$ cat config.mk
export PLATFORM = sky130hd
export DESIGN_NAME = ttw_start_control
export DESIGN_NICKNAME = d
export VERILOG_FILES = /design/src/ttw_pkg.sv /design/src/ttw_debounce.sv /design/src/ttw_cfg_decode.sv /design/src/ttw_start_control.sv
export VERILOG_INCLUDE_DIRS = /design/src
export SDC_FILE = /design/constraint.sdc
export NUM_CORES = 1
export LEC_CHECK = 0
export BUFFER_PORTS_ARGS = -buffer_cell sky130_fd_sc_hd__buf_2
export CAP_MARGIN = 20
export CORE_AREA = 2 2 88 90
export CTS_BUF_LIST = sky130_fd_sc_hd__clkbuf_8
export CTS_CLUSTER_SIZE = 24
export DETAILED_ROUTE_END_ITERATION = 8
export DIE_AREA = 0 0 90 92
export PLACE_DENSITY_LB_ADDON = 0.12
export SLEW_MARGIN = 20
export SYNTH_ARGS = -nofsm -noshare
export SYNTH_HDL_FRONTEND = slang
export SYNTH_SLANG_ARGS = --single-unit
$ cat constraint.sdc
create_clock -name mclk -period 2.42 [get_ports mclk]
set_input_delay 0.121 -clock mclk [delete_from_list [all_inputs] [get_ports mclk]]
set_output_delay 0.121 -clock mclk [all_outputs]
set_load 0.005 [all_outputs]
$ cat src/ttw_defs.svh
// constants for the two/three-wire terminal start control
`ifndef TTW_DEFS_SVH
`define TTW_DEFS_SVH

// terminal function codes
`define TTW_FN_PRESET_FREQ 8'h07
`define TTW_FN_TWO_FWD 8'h30
`define TTW_FN_THREE_START 8'h31
`define TTW_FN_TWO_REV 8'h32
`define TTW_FN_THREE_DIR 8'h33
`define TTW_FN_PULSE_TRAIN 8'h34

// start source value for the terminal block
`define TTW_SRC_TERMINAL 4'h2

// two-wire trigger modes
`define TTW_MODE_EDGE 2'h0
`define TTW_MODE_LEVEL 2'h1
`define TTW_MODE_FAST 2'h2
`define TTW_MODE_MOMENTARY 2'h3

// timing: clock rate, contact debounce time and fast start limit
`define TTW_CLK_MHZ 40
`define TTW_DEBOUNCE_US 1000
`define TTW_DEBOUNCE_CYC (`TTW_DEBOUNCE_US * `TTW_CLK_MHZ)
`define TTW_FAST_START_MS 10
`define TTW_FAST_START_CYC (`TTW_FAST_START_MS * 1000 * `TTW_CLK_MHZ)

`endif

$ cat src/ttw_pkg.sv
// types for the two/three-wire terminal start control
`default_nettype none
package ttw_pkg;
    typedef enum logic [1:0] {
        TTW_IDLE = 2'b01,
        TTW_RUN = 2'b10
    } ttw_state_e;
endpackage
`default_nettype wire

$ cat src/ttw_debounce.sv
// contact debouncer: an input must hold a new level for a full window
`timescale 1ns/1ps
`default_nettype none
module ttw_debounce #(
    parameter int N = 3,
    parameter int CYCLES = 40000
) (
    input wire logic mclk,
    input wire logic nrst,
    input wire logic [N-1:0] raw,
    output logic [N-1:0] clean
);
    localparam int CW = $clog2(CYCLES + 1);
    localparam logic [CW-1:0] LAST = CW'(CYCLES - 1);

    genvar i;
    generate
        for (i = 0; i < N; i = i + 1) begin : g_bit
            logic [CW-1:0] cnt_r;
            logic differ;
            assign differ = raw[i] != clean[i];
            // restart the window on any bounce back to the old level
            always_ff @(posedge mclk) begin
                if (!nrst) begin
                    cnt_r <= '0;
                    clean[i] <= 1'b0;
                end else if (!differ) begin
                    cnt_r <= '0;
                end else if (cnt_r == LAST) begin
                    cnt_r <= '0;
                    clean[i] <= raw[i];
                end else begin
                    cnt_r <= cnt_r + 1'b1;
                end
            end
        end
    endgenerate
endmodule
`default_nettype wire

$ cat src/ttw_cfg_decode.sv
// decodes terminal function settings into enables and illegal pairings
`timescale 1ns/1ps
`default_nettype none
`include "ttw_defs.svh"
module ttw_cfg_decode (
    input wire logic [7:0] terminal_two_function,
    input wire logic [7:0] terminal_three_function,
    input wire logic [7:0] terminal_five_function,
    input wire logic [7:0] terminal_seven_function,
    input wire logic [3:0] active_source,
    input wire logic variant_large,
    output logic tb_src,
    output logic two_fwd_en,
    output logic two_rev_en,
    output logic three_start_en,
    output logic three_dir_en,
    output logic pair_refused,
    output logic pulse05_en,
    output logic pulse07_en,
    output logic pulse_misplaced
);
    function automatic logic fn_is(input logic [7:0] fn, input logic [7:0] code);
        fn_is = fn == code;
    endfunction

    logic three_blocked;

    // small variant loses the 3-wire pair when terminal 03 is a preset
    assign three_blocked = !variant_large && fn_is(terminal_three_function, `TTW_FN_PRESET_FREQ);
    assign tb_src = active_source == `TTW_SRC_TERMINAL;
    assign two_fwd_en = fn_is(terminal_two_function, `TTW_FN_TWO_FWD);
    assign three_start_en = fn_is(terminal_two_function, `TTW_FN_THREE_START) && !three_blocked;
    assign two_rev_en = fn_is(terminal_three_function, `TTW_FN_TWO_REV);
    assign three_dir_en = fn_is(terminal_three_function, `TTW_FN_THREE_DIR) && !three_blocked;
    // mixed 2-wire and 3-wire pairs never start
    assign pair_refused = (fn_is(terminal_two_function, `TTW_FN_THREE_START) && two_rev_en)
                       || (two_fwd_en && fn_is(terminal_three_function, `TTW_FN_THREE_DIR));
    // pulse train only on terminal 05 (small) or 07 (large)
    assign pulse05_en = !variant_large && fn_is(terminal_five_function, `TTW_FN_PULSE_TRAIN);
    assign pulse07_en = variant_large && fn_is(terminal_seven_function, `TTW_FN_PULSE_TRAIN);
    assign pulse_misplaced = fn_is(terminal_two_function, `TTW_FN_PULSE_TRAIN)
                          || fn_is(terminal_three_function, `TTW_FN_PULSE_TRAIN)
                          || (variant_large && fn_is(terminal_five_function, `TTW_FN_PULSE_TRAIN))
                          || (!variant_large && fn_is(terminal_seven_function, `TTW_FN_PULSE_TRAIN));
endmodule
`default_nettype wire

$ cat src/ttw_start_control.sv
// start/stop control from terminals 01, 02 and 03 in 2-wire or 3-wire use
// How it works
// - Terminal 02 means 2-wire forward (48) or 3-wire start (49), only with the terminal block (2) as start source.
// - Terminal 03 means 2-wire reverse (50) or 3-wire direction (51), the latter picking the running direction.
// - Code 52 routes a pulse-train speed input, allowed only on terminal 05 (small) or 07 (large variant).
// - A 3-wire start with 2-wire reverse, or 2-wire forward with 3-wire direction, refuses to start.
// - The trigger mode acts only on terminals 02/03 in 2-wire use with the terminal block as source.
// - Mode 0 is the reset default edge start; in mode 1 a stop coasts and a held run restarts once stop clears.
// - In level mode a held run resumes without a toggle and stop acts only while the stop input is open.
// - In mode 2 the outputs stay ready to run, a start is answered within 10 ms and a stop coasts.
// - In mode 3 a momentary pulse on terminal 02 or 03 starts the drive without being held.
// - In mode 3 a stop on terminal 01 follows the configured stop behaviour, not a forced coast.
// - On the small variant, terminal 03 set to preset frequency (7) disables both 3-wire functions.
`timescale 1ns/1ps
`default_nettype none
`include "ttw_defs.svh"
module ttw_start_control #(
    parameter int DEBOUNCE_CYCLES = `TTW_DEBOUNCE_CYC
) (
    input wire logic mclk,
    input wire logic nrst,
    input wire logic stop_closed,
    input wire logic term02_in,
    input wire logic term03_in,
    input wire logic term05_in,
    input wire logic term07_in,
    input wire logic [7:0] terminal_two_function,
    input wire logic [7:0] terminal_three_function,
    input wire logic [7:0] terminal_five_function,
    input wire logic [7:0] terminal_seven_function,
    input wire logic [1:0] two_wire_trigger_mode,
    input wire logic [2:0] stop_behaviour_select,
    input wire logic [3:0] start_source_first,
    input wire logic [3:0] start_source_second,
    input wire logic [3:0] start_source_third,
    input wire logic [1:0] source_select,
    input wire logic variant_large,
    output logic run_cmd,
    output logic reverse_cmd,
    output logic coast_stop,
    output logic ramp_stop,
    output logic [2:0] stop_mode_out,
    output logic ready_to_run,
    output logic start_refused,
    output logic pulse_train_sel,
    output logic pulse_train_out,
    output logic config_error
);
    ttw_pkg::ttw_state_e state_r, state_nxt;
    logic [2:0] db;
    logic stop_db, t02_db, t03_db, t02_q, t03_q;
    logic [3:0] active_source;
    logic tb_src, two_fwd_en, two_rev_en, three_start_en, three_dir_en;
    logic pair_refused, pulse05_en, pulse07_en, pulse_misplaced;
    logic run_r, reverse_r, coast_r, ramp_r, ready_r, refused_r, psel_r, pout_r, cerr_r;
    logic [2:0] smode_r;

    // the three start terminals share one debouncer bank
    ttw_debounce #(
        .N(3),
        .CYCLES(DEBOUNCE_CYCLES)
    ) u_deb (
        .mclk(mclk),
        .nrst(nrst),
        .raw({stop_closed, term03_in, term02_in}),
        .clean(db)
    );
    assign t02_db = db[0];
    assign t03_db = db[1];
    assign stop_db = db[2];

    // pick which of the three start source settings is in force
    assign active_source = (source_select == 2'h1) ? start_source_second :
                           (source_select == 2'h2) ? start_source_third : start_source_first;

    ttw_cfg_decode u_cfg (
        .terminal_two_function(terminal_two_function),
        .terminal_three_function(terminal_three_function),
        .terminal_five_function(terminal_five_function),
        .terminal_seven_function(terminal_seven_function),
        .active_source(active_source),
        .variant_large(variant_large),
        .tb_src(tb_src),
        .two_fwd_en(two_fwd_en),
        .two_rev_en(two_rev_en),
        .three_start_en(three_start_en),
        .three_dir_en(three_dir_en),
        .pair_refused(pair_refused),
        .pulse05_en(pulse05_en),
        .pulse07_en(pulse07_en),
        .pulse_misplaced(pulse_misplaced)
    );

    // edges only ever see debounced levels, so bounce cannot double-start
    logic fwd_rise, rev_rise, stop_open;
    assign fwd_rise = t02_db && !t02_q;
    assign rev_rise = t03_db && !t03_q;
    assign stop_open = !stop_db;

    // operating mode decode; trigger mode is ignored outside 2-wire terminal use
    logic two_wire, three_wire, m_level, m_fast, m_mom;
    assign two_wire = tb_src && (two_fwd_en || two_rev_en) && !three_start_en;
    assign three_wire = tb_src && three_start_en;
    assign m_level = two_wire && two_wire_trigger_mode == `TTW_MODE_LEVEL;
    assign m_fast = two_wire && two_wire_trigger_mode == `TTW_MODE_FAST;
    assign m_mom = two_wire && two_wire_trigger_mode == `TTW_MODE_MOMENTARY;

    // run requests from each 2-wire terminal
    logic fwd_held, rev_held, fwd_go, rev_go, start_ev, hold_ok, go, stop_now, coast_kind;
    assign fwd_held = two_fwd_en && t02_db;
    assign rev_held = two_rev_en && t03_db;
    assign fwd_go = two_fwd_en && (m_level ? t02_db : fwd_rise);
    assign rev_go = two_rev_en && (m_level ? t03_db : rev_rise);
    assign start_ev = three_wire ? fwd_rise : (two_wire && (fwd_go || rev_go));

    // 2-wire edge, level and fast modes run only while the chosen run input is held
    assign hold_ok = three_wire || m_mom || (reverse_r ? rev_held : fwd_held);
    assign go = start_ev && !stop_open && !pair_refused;
    assign stop_now = stop_open || pair_refused || !(two_wire || three_wire) || !hold_ok;
    // level and fast modes coast; others use the configured stop behaviour
    assign coast_kind = m_level || m_fast;

    // run state: idle until a start event, running until a stop condition
    always_comb begin
        state_nxt = state_r;
        unique case (state_r)
            ttw_pkg::TTW_IDLE: begin
                if (go) begin
                    state_nxt = ttw_pkg::TTW_RUN;
                end
            end
            ttw_pkg::TTW_RUN: begin
                if (stop_now) begin
                    state_nxt = ttw_pkg::TTW_IDLE;
                end
            end
            default: state_nxt = ttw_pkg::TTW_IDLE;
        endcase
    end

    // direction at start: 3-wire follows terminal 03, 2-wire picks the requesting input (held in level mode), forward if both
    logic dir_nxt;
    assign dir_nxt = three_wire ? (three_dir_en && t03_db) : (!fwd_go && rev_go);

    always_ff @(posedge mclk) begin
        if (!nrst) begin
            state_r <= ttw_pkg::TTW_IDLE;
            t02_q <= 1'b0;
            t03_q <= 1'b0;
        end else begin
            state_r <= state_nxt;
            t02_q <= t02_db;
            t03_q <= t03_db;
        end
    end

    // command outputs; 3-wire direction tracks terminal 03 while running
    always_ff @(posedge mclk) begin
        if (!nrst) begin
            run_r <= 1'b0;
            reverse_r <= 1'b0;
        end else begin
            run_r <= state_nxt == ttw_pkg::TTW_RUN;
            if (state_r == ttw_pkg::TTW_IDLE && go) begin
                reverse_r <= dir_nxt;
            end else if (state_r == ttw_pkg::TTW_RUN && three_wire) begin
                reverse_r <= three_dir_en && t03_db;
            end
        end
    end

    // stop kind: coast in level and fast modes, configured behaviour otherwise
    always_ff @(posedge mclk) begin
        if (!nrst) begin
            coast_r <= 1'b0;
            ramp_r <= 1'b0;
            smode_r <= 3'h0;
        end else if (state_r == ttw_pkg::TTW_RUN && stop_now) begin
            coast_r <= coast_kind;
            ramp_r <= !coast_kind;
            smode_r <= stop_behaviour_select;
        end else if (state_nxt == ttw_pkg::TTW_RUN) begin
            coast_r <= 1'b0;
            ramp_r <= 1'b0;
        end
    end

    // status and pulse-train routing; pulse input is not debounced to keep its rate
    always_ff @(posedge mclk) begin
        if (!nrst) begin
            ready_r <= 1'b0;
            refused_r <= 1'b0;
            psel_r <= 1'b0;
            pout_r <= 1'b0;
            cerr_r <= 1'b0;
        end else begin
            ready_r <= m_fast;
            refused_r <= tb_src && pair_refused;
            psel_r <= pulse05_en || pulse07_en;
            pout_r <= (pulse05_en && term05_in) || (pulse07_en && term07_in);
            cerr_r <= pulse_misplaced || pair_refused;
        end
    end

    assign run_cmd = run_r;
    assign reverse_cmd = reverse_r;
    assign coast_stop = coast_r;
    assign ramp_stop = ramp_r;
    assign stop_mode_out = smode_r;
    assign ready_to_run = ready_r;
    assign start_refused = refused_r;
    assign pulse_train_sel = psel_r;
    assign pulse_train_out = pout_r;
    assign config_error = cerr_r;

    // fast-mode response counter for the start latency check
    logic [24:0] fast_wait_r;
    always_ff @(posedge mclk) begin
        if (!nrst || !m_fast || run_r || !(fwd_held || rev_held) || stop_open) begin
            fast_wait_r <= '0;
        end else if (fast_wait_r != 25'h1FFFFFF) begin
            fast_wait_r <= fast_wait_r + 1'b1;
        end
    end
endmodule
`default_nettype wire

==> qor.yml <==
final_layout_size_suffix_gt1_share_pct: 21.59
routed_wl_mm: 6.609
worstMarginPinSlew_ns: 0.5548
synth_xor_xnor_area_share_pct: 12.59
grt_pass1_vias: 2681
cts.path.max_buffers: 2
synth_top_area_share_pct: 41.92
slew_headroom_pct: 63.01
yosysUniqueCellTypes: 52
areaGrowthSynthToFinish_pct: 20.41
synth_mux_area_share_pct: 2.229
worstSetupPathType: "reg -> reg"
r2r-end: "u_deb.g_bit[1].cnt_r[12]"
async_flop_share_pct: 0
ioPinCount: 71
wl_per_cell_um: 11.89
synthAdderAreaFrac_pct: 1.955
port_buffers: 70
min_path_type: "in -> reg"
clock_skew_ns: 0.007045
slew_viol_final: 0
hold_end: "pulse_train_out"
drv_cap: 0
fin_util_pct: 51.73
cts_setup_buffers: 0
p_leak_nw: 1.471
grt.total_usage_pct: 16.65
initial_utilization_pct: 42.96
synth_area_per_cell_um2: 8.600
grt_overflow_total: 0
routabilityCongestion: 0.8980
synth-edff-count: 0
drt-pass1-iter-count: 4
grt_pass1_wl_mm: 11.37
synth_compound_area_share_pct: 7.665
synth_cells: 372
setup_viol: 0
hold_path_startpoint: "term05_in"
layout.nets: 514
max_freq_mhz: 486.5
clk_transition_reported_paths_ns: 0.07
clkLatencyLatePin_ns: 0.33
drc: 0
startpoint_type: "flop"
drtAntennaViolNets: 0
yosysSeqAreaShare_pct: 41.92
ys_ff_latch: 67
die_h_um: 92
reg2regPathDepth: 6
h-tree-depth: 3
place_hpwl_mm: 5.070
antenna_cells: 0
synth-simple-area-share_pct: 31.52
synth_top_family_by_area: "simple AND/OR/NAND/NOR gates"
yosys_warnings: 0
min_period_ns: 2.055
vias: 2805
drtIter0Drc: 89
setup_tns_ns: 0
rows: 32
yosysTopAreaCell: "dfxtp_1"
arrival_ns: 2.32
cts_made_buffers: 9
cts_root_buf: "clkbuf_8"
status: "completed"
cp_max_fo: 16
vias_per_cell: 5.045
ys.flop_type: "dfxtp_1"
final.fill_count: 768
ir_drop_mv: 0.3426
rsz0062_at_grt: "false"
mappedNetlistArea_um2: 3199
fin_crit_sh_pct: 84.94
r2r_start: "u_deb.g_bit[1].cnt_r[0]"
cts_sinks: 67
fp.dieArea_um2: 8280
hold_violations: 0
cp-end-kind: "flop"
grt_max_degree: 17
synth_area_leaders: "dfxtp_1 42%, nor2_1 9.2%, xnor2_1 6.3%, xor2_1 6.3%, nand3_1 3.0%"
min_path_cells: 3
antenna_found_initial: 0
cp.required_ns: 2.69
die_w_um: 90
cts_tree: "done"
r2r_slack_ns: 0.36
core_area_um2: 7447
synth.net_count: 436
p_per_area_nw_per_um2: 526.3
flip-flops by register name, indices dropped and copies added, names as in the netlist, 2 cells and up:
signal             count
u_deb.g_bit.cnt_r     48
u_deb.clean            3
state_r                2
stop_mode_out          3
area by class of cell:
| cell class | count | area [um^2] | area share [%] |
|---|---|---|---|
| clock buffer | 10 | 137.6 | 3.573 |
| clock inverter | 5 | 31.28 | 0.8120 |
| inverter | 11 | 41.29 | 1.072 |
| multi-input combinational | 287 | 1790 | 46.48 |
| sequential | 67 | 1341 | 34.82 |
| tap | 102 | 127.6 | 3.313 |
| timing repair buffer | 74 | 382.9 | 9.938 |
routing by layer:
metal	global-route usage [%]	vias to the layer above	wire length [um]	part of all wire [%]
li1	-	1451	-	-
met1	20.27	1272	3057	46
met2	28.32	74	3060	46
met3	5.177	8	424	6.4
met4	5.000	0	66	1.0
met5	0	-	0	0
logic make-up after synthesis:
logic type / Yosys count
simple gates: 197
fa+ha+maj: 5
flops: 67
compound gates: 32
xor+xnor: 46
mux: 7
buf+inv: 18
timing repair:
action | CTS | global route
resized for setup | 0 | 0
endpoints found under the hold margin | 1 | 0
setup endpoints to repair | 0 | 0
hold buffers | 1 | 0
critical path, stage by stage, from the launching register on:
cell and delay, ns:
dfxtp_1 0.34, ha_1 0.22, and3_1 0.24, and3_1 0.21
and4_1 0.20, or3_1 0.57, a21oi_1 0.20
power breakdown:
part / switching, W / internal (W) / total (W)
logic: 0.0000568 / 0.0000561 / 0.000113
clock network: 0.000415 / 0.000388 / 0.000803
registers: 0.00000423 / 0.00111 / 0.00111
total: 0.000476 / 0.00155 / 0.00203
placed cells by master, fill, tap and decap left out, types with 4 or more instances in the layout:
cell	count
nand3_1	19
nand3b_1	4
nor3_1	7
or3_1	6
and2_1	5
o211ai_1	4
ha_1	5
nor2_1	78
dfxtp_1	67
a21oi_1	6
nor4b_1	8
clkbuf_8	10
buf_2	70
o21ai_0	4
nand4_1	13
xor2_1	23
mux2i_1	6
nand2_1	24
inv_1	12
xnor2_1	23
and3_1	12
Yosys cell counts, drive strengths merged (2+ instances only):
| cell | instances |
|---|---|
| a31oi | 3 |
| and4 | 2 |
| nand4 | 13 |
| inv | 11 |
| and2 | 6 |
| ha | 5 |
| nor2b | 2 |
| xnor2 | 23 |
| mux2i | 6 |
| o211ai | 4 |
| nand2b | 2 |
| nand2 | 24 |
| nor4b | 8 |
| nand3 | 19 |
| or3 | 6 |
| nor3b | 3 |
| or4b | 2 |
| nor3 | 7 |
| xor2 | 23 |
| and3 | 13 |
| nor4 | 3 |
| clkbuf | 7 |
| a21oi | 6 |
| o21ai | 4 |
| nor2 | 79 |
| dfxtp | 67 |
| nand3b | 4 |
how the worst max path moves through the flow:
| stage | start | end | slack, ns |
|---|---|---|---|
| 6_report | u_deb.g_bit[1].cnt_r[0] | u_deb.g_bit[1].cnt_r[12] | 0.36 |
| 3_5_place_dp | terminal_three_function[2] | ramp_stop | 0.14 |
| 2_1_floorplan | terminal_three_function[3] | ramp_stop | 0.45 |
| 3_3_place_gp | terminal_three_function[2] | state_r[0] | 0.24 |
| 5_1_grt | u_deb.g_bit[1].cnt_r[0] | u_deb.g_bit[1].cnt_r[12] | 0.21 |
| 4_1_cts | u_deb.g_bit[1].cnt_r[0] | u_deb.g_bit[1].cnt_r[14] | 0.36 |
metrics by stage:
step / setup slack (ns) / area [um^2] / total power (W) / hold WS (ns) / std cells
global route: 0.2146 / 3852 / 0.002128 / 0.02398 / 556
floorplan: 0.4548 / 3199 / 0.001184 / 0.1965 / 372
CTS: 0.3589 / 3852 / 0.002056 / 0.006400 / 556
global placement: 0.2365 / 3674 / 0.001248 / 0.3527 / 540
detailed placement: 0.1376 / 3674 / 0.001250 / 0.3593 / 540
finish: 0.3645 / 3852 / 0.002027 / 0.01455 / 556
Power figures use the tool's default switching activity.
